**src/hdl/rot_consts.vh**
```
// offsets, field positions, reset values and timing counts of the oscillator tune block
`ifndef ROT_CONSTS_VH
`define ROT_CONSTS_VH

`define ROT_ADDR_W 8
`define ROT_DATA_W 32
`define ROT_OFS_CTRL 8'h00
`define ROT_OFS_TRIM_PRI 8'h04
`define ROT_OFS_TRIM_SEQ 8'h08

`define ROT_BIT_SWEN 0
`define ROT_BIT_CF 3
`define ROT_BIT_SEQEN 6
`define ROT_BIT_DITHEN 7
`define ROT_BIT_REQPRI 8
`define ROT_BIT_SHUTOFF 11
`define ROT_COSC_LO 12
`define ROT_COSC_HI 14

`define ROT_OSC_FAST 3'h0
`define ROT_POSC_EXT 2'h0
`define ROT_POSC_XTAL 2'h2
`define ROT_LFSR_SEED 15'h0001

`define ROT_CLK_NS 20
`define ROT_FAIL_TIMEOUT_NS 10000
`define ROT_FAIL_CYCLES (`ROT_FAIL_TIMEOUT_NS / `ROT_CLK_NS)

`endif

```
**src/hdl/rot_top.v**
```verilog
// fast rc oscillator trim, dither, clock switch and fail-safe monitor
`include "rot_consts.vh"

////////////////////////////////////////////////////////////////////////////////
// Operation
// fast oscillator runs unless external or crystal mode, or after fail switch
// range control picks low or high nominal frequency band
// 4-bit trim comes from primary or sequence trim per sequencing enable
// sequencing off: only the user trim field sets frequency; the code lets dither enable override it with the lfsr
// sequencing on: rollover counter bits 5 to 3 pick one of eight trims
// pwm advances its rollover counter once per time base rollover
// dither mode: 15-bit lfsr, lowest four bits drive trim
// dither active only while dither enable bit is set
// lfsr steps once per change of rollover counter bit 3
// config 1x disables clock switching and fail-safe monitor
// monitor enabled and oscillator fails: trap and move to fast oscillator
// on failure load current field with fast, set fail flag, clear switch enable
// failure leaves the watchdog alone on its low power clock
// power-up timer expiry before oscillator start traps and shuts oscillator off
// switching only between primary group and fast group, primary per config
// switching disabled: config selects, current field only reflects source
// software avoids switching below 100 kHz while monitor is enabled
// config 01 switching without monitor, 00 switching with monitor
// range config bit: 1 high range, 0 low range, oscillator and pll
// lfsr maximal length and nonzero seed so it never locks at zero
// mux index 0 is user trim, 1 to 7 sequence fields in order
module rot_top #(
  parameter FAIL_CYCLES = `ROT_FAIL_CYCLES
) (
  input wire CLK_SYS,
  input wire NRST,
  input wire [`ROT_ADDR_W-1:0] ADDR,
  input wire [`ROT_DATA_W-1:0] WDATA,
  input wire WR,
  input wire RD,
  output reg [`ROT_DATA_W-1:0] RDATA,
  input wire [1:0] NEW_OSC_CONFIG,
  input wire [1:0] PRIMARY_OSC_MODE_CONFIG,
  input wire [1:0] SWITCH_MONITOR_CONFIG,
  input wire FREQ_RANGE_SELECT,
  input wire PRI_OSC_CLK,
  input wire PRI_OSC_STARTED,
  input wire POWER_UP_TIMER_DONE,
  input wire [5:0] PWM_ROLL,
  output reg [3:0] TRIM,
  output wire FREQ_RANGE_HIGH,
  output wire FAST_OSC_EN,
  output wire [2:0] CLK_SRC_SEL,
  output reg CLK_FAIL_TRAP,
  output wire PRI_OSC_OFF
);

  // idle counter width, wide enough for the longest fail window
  localparam CNT_W = 16;

  // clock switch state and control bits
  reg [`ROT_COSC_HI-`ROT_COSC_LO:0] cosc_r;
  reg swen_r;
  reg cf_r;
  reg seqen_r;
  reg dithen_r;
  reg reqpri_r;
  reg shutoff_r;
  reg init_r;

  // trim storage and dither state
  reg [3:0] user_trim_r;
  reg [27:0] seq_trim_r;
  reg [14:0] lfsr_r;
  reg roll3_prev_r;
  reg [3:0] trim_nxt;

  // pin synchroniser stages and settled levels
  reg [2:0] osc_sync_r;
  reg [2:0] power_up_timer_sync_r;
  reg [2:0] start_sync_r;
  reg osc_seen_r;
  reg start_seen_r;
  reg power_up_timer_prev_r;
  reg [CNT_W-1:0] idle_cnt_r;

  // decoded conditions
  wire stall_fail;
  wire start_fail;
  wire switch_on;
  wire monitor_on;
  wire [2:0] cfg_src;
  wire on_primary;
  wire osc_edge;
  wire osc_stall;
  wire power_up_timer_rise;
  wire fail_evt;
  wire wr_ctrl;
  wire [2:0] seq_idx;

  ////////////////////////////////////////////////////////////////////////////////
  // configuration decode
  assign switch_on = ~SWITCH_MONITOR_CONFIG[1];
  assign monitor_on = (SWITCH_MONITOR_CONFIG == 2'h0);
  assign cfg_src = {1'b0, NEW_OSC_CONFIG};
  assign FREQ_RANGE_HIGH = FREQ_RANGE_SELECT;
  assign on_primary = (cosc_r != `ROT_OSC_FAST);
  // fast osc on when no primary mode picked, or when running from it
  assign FAST_OSC_EN = ((PRIMARY_OSC_MODE_CONFIG != `ROT_POSC_EXT) &&
                        (PRIMARY_OSC_MODE_CONFIG != `ROT_POSC_XTAL)) || ~on_primary;
  // with switching off the config drives the mux, the field only mirrors it
  assign CLK_SRC_SEL = switch_on ? cosc_r : cfg_src;
  assign PRI_OSC_OFF = shutoff_r;

  ////////////////////////////////////////////////////////////////////////////////
  // pin synchronisers, change counts once stages two and three agree
  always @(posedge CLK_SYS or negedge NRST) begin
    if (!NRST) begin
      osc_sync_r <= 3'h0;
      power_up_timer_sync_r <= 3'h0;
      start_sync_r <= 3'h0;
    end else begin
      osc_sync_r <= {osc_sync_r[1:0], PRI_OSC_CLK};
      power_up_timer_sync_r <= {power_up_timer_sync_r[1:0], POWER_UP_TIMER_DONE};
      start_sync_r <= {start_sync_r[1:0], PRI_OSC_STARTED};
    end
  end

  // one pulse per settled change of the primary clock pin
  assign osc_edge = (osc_sync_r[1] == osc_sync_r[2]) && (osc_sync_r[2] != osc_seen_r);
  assign power_up_timer_rise = (power_up_timer_sync_r[2] == power_up_timer_sync_r[1]) && power_up_timer_sync_r[2] && ~power_up_timer_prev_r;

  ////////////////////////////////////////////////////////////////////////////////
  // settled levels follow the pins only once stages two and three agree
  always @(posedge CLK_SYS or negedge NRST) begin
    if (!NRST) begin
      osc_seen_r <= 1'b0;
      start_seen_r <= 1'b0;
    end else begin
      if (osc_sync_r[1] == osc_sync_r[2]) begin
        osc_seen_r <= osc_sync_r[2];
      end
      if (start_sync_r[1] == start_sync_r[2]) begin
        start_seen_r <= start_sync_r[2];
      end
    end
  end

  ////////////////////////////////////////////////////////////////////////////////
  // primary clock activity watch
  always @(posedge CLK_SYS or negedge NRST) begin
    if (!NRST) begin
      idle_cnt_r <= {CNT_W{1'b0}};
      power_up_timer_prev_r <= 1'b0;
    end else begin
      if (power_up_timer_sync_r[2] == power_up_timer_sync_r[1]) begin
        power_up_timer_prev_r <= power_up_timer_sync_r[2];
      end
      if (osc_edge || !on_primary || !monitor_on) begin
        idle_cnt_r <= {CNT_W{1'b0}};
      end else if (!osc_stall) begin
        idle_cnt_r <= idle_cnt_r + 1'b1;
      end
    end
  end

  assign osc_stall = (idle_cnt_r >= FAIL_CYCLES[CNT_W-1:0]);
  // running oscillator went quiet for the whole window
  assign stall_fail = osc_stall;
  // power-up timer ran out before the oscillator came up
  assign start_fail = power_up_timer_rise && !start_seen_r;
  // watchdog has no input here, so a failure never touches it
  assign fail_evt = monitor_on && on_primary && switch_on && init_r &&
                    (stall_fail || start_fail);

  ////////////////////////////////////////////////////////////////////////////////
  // control register and clock switch state
  assign wr_ctrl = WR && (ADDR == `ROT_OFS_CTRL);

  always @(posedge CLK_SYS or negedge NRST) begin
    if (!NRST) begin
      cosc_r <= `ROT_OSC_FAST;
      swen_r <= 1'b0;
      cf_r <= 1'b0;
      seqen_r <= 1'b0;
      dithen_r <= 1'b0;
      reqpri_r <= 1'b0;
      shutoff_r <= 1'b0;
      init_r <= 1'b0;
      CLK_FAIL_TRAP <= 1'b0;
    end else begin
      CLK_FAIL_TRAP <= fail_evt;
      if (wr_ctrl) begin
        seqen_r <= WDATA[`ROT_BIT_SEQEN];
        dithen_r <= WDATA[`ROT_BIT_DITHEN];
        reqpri_r <= WDATA[`ROT_BIT_REQPRI];
      end
      // fail flag: software clears it, a new failure wins
      if (fail_evt) begin
        cf_r <= 1'b1;
      end else if (wr_ctrl && !WDATA[`ROT_BIT_CF]) begin
        cf_r <= 1'b0;
      end
      if (!init_r) begin
        init_r <= 1'b1;
        cosc_r <= cfg_src;
        // a switch request on the very first edge is kept, not lost
        if (wr_ctrl && switch_on) begin
          swen_r <= WDATA[`ROT_BIT_SWEN];
        end
      end else if (fail_evt) begin
        cosc_r <= `ROT_OSC_FAST;
        swen_r <= 1'b0;
        shutoff_r <= 1'b1;
      end else if (!switch_on) begin
        cosc_r <= cfg_src;
        swen_r <= 1'b0;
      end else if (swen_r) begin
        // group switch; inside the primary group the config decides
        cosc_r <= reqpri_r ? cfg_src : `ROT_OSC_FAST;
        shutoff_r <= ~reqpri_r;
        swen_r <= 1'b0;
        // a second request while one waits is dropped
      end else if (wr_ctrl) begin
        swen_r <= WDATA[`ROT_BIT_SWEN];
      end
    end
  end

  ////////////////////////////////////////////////////////////////////////////////
  // trim registers
  always @(posedge CLK_SYS or negedge NRST) begin
    if (!NRST) begin
      user_trim_r <= 4'h0;
      seq_trim_r <= 28'h0000000;
    end else begin
      if (WR && (ADDR == `ROT_OFS_TRIM_PRI)) begin
        user_trim_r <= WDATA[3:0];
      end
      if (WR && (ADDR == `ROT_OFS_TRIM_SEQ)) begin
        seq_trim_r <= WDATA[27:0];
      end
    end
  end

  ////////////////////////////////////////////////////////////////////////////////
  // dither lfsr, x^15 + x^14 + 1, stepped on each rollover bit 3 change
  always @(posedge CLK_SYS or negedge NRST) begin
    if (!NRST) begin
      lfsr_r <= `ROT_LFSR_SEED;
      roll3_prev_r <= 1'b0;
    end else begin
      roll3_prev_r <= PWM_ROLL[3];
      if (dithen_r && (PWM_ROLL[3] != roll3_prev_r)) begin
        lfsr_r <= {lfsr_r[13:0], lfsr_r[14] ^ lfsr_r[13]};
      end
    end
  end

  ////////////////////////////////////////////////////////////////////////////////
  // trim source select
  assign seq_idx = PWM_ROLL[5:3];

  // dither first, then the sequence, else the user trim
  always @* begin
    trim_nxt = user_trim_r;
    if (dithen_r) begin
      trim_nxt = lfsr_r[3:0];
    end else if (seqen_r) begin
      case (seq_idx)
        3'h0: trim_nxt = user_trim_r;
        3'h1: trim_nxt = seq_trim_r[3:0];
        3'h2: trim_nxt = seq_trim_r[7:4];
        3'h3: trim_nxt = seq_trim_r[11:8];
        3'h4: trim_nxt = seq_trim_r[15:12];
        3'h5: trim_nxt = seq_trim_r[19:16];
        3'h6: trim_nxt = seq_trim_r[23:20];
        3'h7: trim_nxt = seq_trim_r[27:24];
        default: trim_nxt = user_trim_r;
      endcase
    end
  end

  // trim output register, one cycle behind the select
  always @(posedge CLK_SYS or negedge NRST) begin
    if (!NRST) begin
      TRIM <= 4'h0;
    end else begin
      TRIM <= trim_nxt;
    end
  end

  ////////////////////////////////////////////////////////////////////////////////
  // read port, data one cycle after the strobe, zero elsewhere
  always @(posedge CLK_SYS or negedge NRST) begin
    if (!NRST) begin
      RDATA <= 32'h00000000;
    end else if (RD) begin
      // control word: current field, shut off, request, dither, sequence, fail, switch
      case (ADDR)
        `ROT_OFS_CTRL: RDATA <= {17'h00000, cosc_r, shutoff_r, 2'h0, reqpri_r, dithen_r, seqen_r,
                                 2'h0, cf_r, 2'h0, swen_r};
        `ROT_OFS_TRIM_PRI: RDATA <= {28'h0000000, user_trim_r};
        `ROT_OFS_TRIM_SEQ: RDATA <= {4'h0, seq_trim_r};
        default: RDATA <= 32'h00000000;
      endcase
    end else begin
      RDATA <= 32'h00000000;
    end
  end

endmodule

```
**config.mk**
```make
export PLATFORM = sky130hd
export DESIGN_NAME = rot_top
export DESIGN_NICKNAME = d
export VERILOG_FILES = /design/src/hdl/rot_top.v
export VERILOG_INCLUDE_DIRS = /design/src /design/src/hdl
export SDC_FILE = /design/constraint.sdc
export NUM_CORES = 1
export LEC_CHECK = 0
export BUFFER_PORTS_ARGS = -buffer_cell sky130_fd_sc_hd__buf_2
export CORE_UTILIZATION = 45
export DETAILED_ROUTE_END_ITERATION = 16
export GPL_ROUTABILITY_DRIVEN = 0
export PLACE_DENSITY = 0.78
export SYNTH_ARGS = -nofsm -noshare
export SYNTH_HDL_FRONTEND = slang
export SYNTH_SLANG_ARGS = --single-unit
```
**constraint.sdc**
```tcl
create_clock -name CLK_SYS -period 1.6 [get_ports CLK_SYS]
set_input_delay 0.32 -clock CLK_SYS [delete_from_list [all_inputs] [get_ports CLK_SYS]]
set_output_delay 0.32 -clock CLK_SYS [all_outputs]
set_load 0.02 [all_outputs]
```
==> impl_metrics.json <==
{
  "dp.final_hpwl_mm": 7.51,
  "cts-buffers-inserted": 17,
  "insertion_delay_ns": 0.51,
  "stdcell_count": 681,
  "fmax_mhz": 576,
  "most-common-layout-cells": "dfrtp_1 (117), buf_2 (83), nor2_1 (36), mux2_2 (33), buf_4 (27)",
  "reg2regPathDepth": 6,
  "cpMostUsedCell": "buf_6",
  "grt_pass1_vias": 3518,
  "yosys_warnings": 0,
  "standard_cell_core_area_sq_um": 10800,
  "clock_tree.root_cell": "clkbuf_8",
  "maxCapViolations": 0,
  "cp_slowest_stage_delay_ns": 0.39,
  "most_frequent_standard_cell_in_the_layout_excluding_fill_and_tap_cells": "dfrtp_1",
  "netlist_instances": 395,
  "route.antenna.remaining_nets": 0,
  "hold_path_end": "seq_trim_r[22]$_DFFE_PN0P_",
  "first_pass_grt_wire_length_mm": 17.5,
  "post_synth.cell_area_avg_sq_um": 12.7,
  "clock_sink_count": 118,
  "worst_hold_startpoint": "WDATA[22]",
  "reg2reg_setup_slack_ns": -0.06,
  "yosysUniqueCellTypes": 58,
  "wire_per_inst_um": 16.1,
  "grt_setup_unrepaired": "yes",
  "overall_overflow_remaining_after_global_route": 0,
  "cts_htree_levels": 4,
  "finalHoldWorstSlack_ns": 0.0367,
  "synth-edff-count": 0,
  "cell_row_count": 38,
  "period_share": 1.09,
  "postSynth.asyncResetShare": 1.00,
  "pin_count_of_the_biggest_net_entering_global_routing": 36,
  "ir_worst_vdd_mv": 0.880,
  "wl_mm": 11.0,
  "clockBufferDepth": 2,
  "type_of_the_most_critical_hold_path": "primary input to flip-flop",
  "setup_violations": 9,
  "multiInputGateArea_sq_um": 2050,
  "ys_ff_latch": 118,
  "start_util": 0.463,
  "pin_count": 103,
  "drc_errors": 0,
  "synth-seq-area-share": 0.588,
  "syn_to_final_growth_pct": 34.1,
  "setup_total_negative_slack_ns": -0.538,
  "layout-drive-gt1-share": 0.447,
  "numPlacedInstances": 634,
  "layout.filler_cells": 790,
  "clk_transition_reported_paths_ns": 0.06,
  "power.density_cell_area_nw_per_um2": 1150,
  "end_kind": "output pin",
  "antennaDiodeCount": 0,
  "io_buffers": 87,
  "crit_path_cell_trace": "buf_6 > mux2_2 > buf_6",
  "die_x_um": 108,
  "crit-reg2reg-capture": "swen_r$_DFFE_PN0P_",
  "fin_util": 0.621,
  "critPathRequiredTime_ns": 1.28,
  "final.min_clock_period_ns": 1.74,
  "vias": 3478,
  "number_of_cells_on_the_worst_hold_path": 2,
  "final_net_count": 591,
  "final_hold_viols": 0,
  "setup.worst_path.class": "flip-flop to output pin",
  "startpoint_type": "flip-flop",
  "outcome": "finished, violations left",
  "first_pass_iters": 5,
  "dp_slack_ns": -0.105,
  "antenna_violations_before_repair": 0,
  "chipHeight_um": 108,
  "post_drt_via_cell_ratio": 5.11,
  "primary_ff_master_synth": "dfrtp_1",
  "tritoncts_clock_tree": "done",
  "layout.area.seq_sq_um": 2950,
  "power.leakage_uw": 0.00343,
  "synthesis.area_sq_um": 5020,
  "global_route.usage.total": 0.205,
  "critical_path.reg2reg.startpoint": "idle_cnt_r[9]$_DFFE_PN0P_",
  "failed_checks": "negative setup slack",
  "worst-path-max-fanout": 4,
  "timing.critical_path.arrival_ns": 1.42,
  "dieArea_sq_um": 11600,
  "finalMaxSlewViolations": 0,
  "layout_setup_ws_ns": -0.137,
  "finalClockSkew_ns": 0.0102,
  "crit_path_top_delay_cell": "dfrtp_1",
  "detailedRoute.firstIterationViolations": 181
}
-- synthesized netlist by cell type, types with 2 or more instances --
master     instances  area share
a21oi_1           11       0.011
a221oi_1           3      0.0052
a22oi_1            4      0.0060
a2bb2oi_1          2      0.0035
a31oi_1            3      0.0037
and2_1            25       0.031
and3_1             3      0.0037
buf_2              5      0.0050
buf_4              6      0.0090
buf_6              2      0.0045
clkbuf_1           7      0.0052
conb_1             2      0.0015
dfrtp_1          117        0.58
ha_1               3      0.0075
inv_1              7      0.0052
maj3_1             2      0.0040
mux2_2            33       0.074
mux2_4            20       0.060
mux2i_1            9       0.018
nand2_1           19       0.014
nand2b_1           4      0.0050
nand3_1            3      0.0030
nand3b_1           2      0.0030
nor2_1            38       0.028
nor2b_1            6      0.0075
nor3_1             8      0.0080
nor3b_1            3      0.0045
o21ai_0            9      0.0090
o21bai_1           3      0.0045
xnor2_1            8       0.014
-- per-stage QoR --
stage | total power, uW | area [sq um]
6_report | 7780 | 6740
5_1_grt | 8080 | 6740
4_1_cts | 7810 | 6590
3_5_place_dp | 3710 | 5820
3_3_place_gp | 3690 | 5820
2_1_floorplan | 3460 | 5040
-- per-layer routing --
layer,up-vias,wire (um),track usage
met5,-,0,0
met1,1732,4700,0.251
met4,0,165,0.0930
li1,1630,-,-
met3,14,566,0.0599
met2,102,5530,0.334
-- state kept, by name, indices dropped and copies added (netlist names), 2 cells and up --
signal                 cells
osc_sync_r                 3
power_up_timer_sync_r      3
TRIM                       4
idle_cnt_r                16
cosc_r                     2
user_trim_r                4
start_sync_r               3
seq_trim_r                28
RDATA                     28
lfsr_r                    15
-- timing repair --
| action | CTS | global route |
|---|---|---|
| pin swaps | 2 | 10 |
| hold buffers | 4 | 0 |
| hold endpoints to repair | 30 | 0 |
| setup buffers | 8 | 3 |
| resized for setup | 9 | 29 |
| setup endpoints to repair | 9 | 18 |
-- report_power, final --
group / switching (uW) / total [uW] / internal, uW
logic: 294 / 574 / 280
clock network: 1360 / 4050 / 2690
registers: 73.7 / 3160 / 3080
-- final cells by class --
class	count	share of cell area
Timing Repair Buffer	130	0.132
Sequential cell	118	0.439
Inverter	8	0.00446
Tap cell	140	0.0260
Multi-Input combinational cell	253	0.304
Clock buffer	17	0.0615
Clock inverter	15	0.0334
-- worst max-delay path by stage --
| stage | startpoint | endpoint | slack (ns) |
|---|---|---|---|
| finish | cosc_r[0]$_DFFE_PN0P_ | CLK_SRC_SEL[0] | -0.14 |
| global route | cosc_r[0]$_DFFE_PN0P_ | CLK_SRC_SEL[0] | -0.21 |
| CTS | cosc_r[1]$_DFFE_PN0P_ | CLK_SRC_SEL[1] | -0.16 |
| detailed placement | ADDR[1] | dithen_r$_DFFE_PN0N_ | -0.10 |
| global placement | ADDR[1] | seqen_r$_DFFE_PN0N_ | -0.08 |
| floorplan | ADDR[1] | seq_trim_r[10]$_DFFE_PN0P_ | 0.04 |
-- critical path, delay by kind of cell (launching register included) --
| kind | cells | cell delay [ns] |
|---|---|---|
| buf+inv | 2 | 0.26 |
| mux | 1 | 0.26 |
| flops | 1 | 0.39 |
-- cell families after synthesis --
kind of cell    synth area share
simple gates               0.134
flops                      0.588
mux                        0.156
compound gates            0.0635
buf+inv                   0.0296
xor+xnor                  0.0157
fa+ha+maj                 0.0115
other cells              0.00150
(Power assumes the default switching activity.)
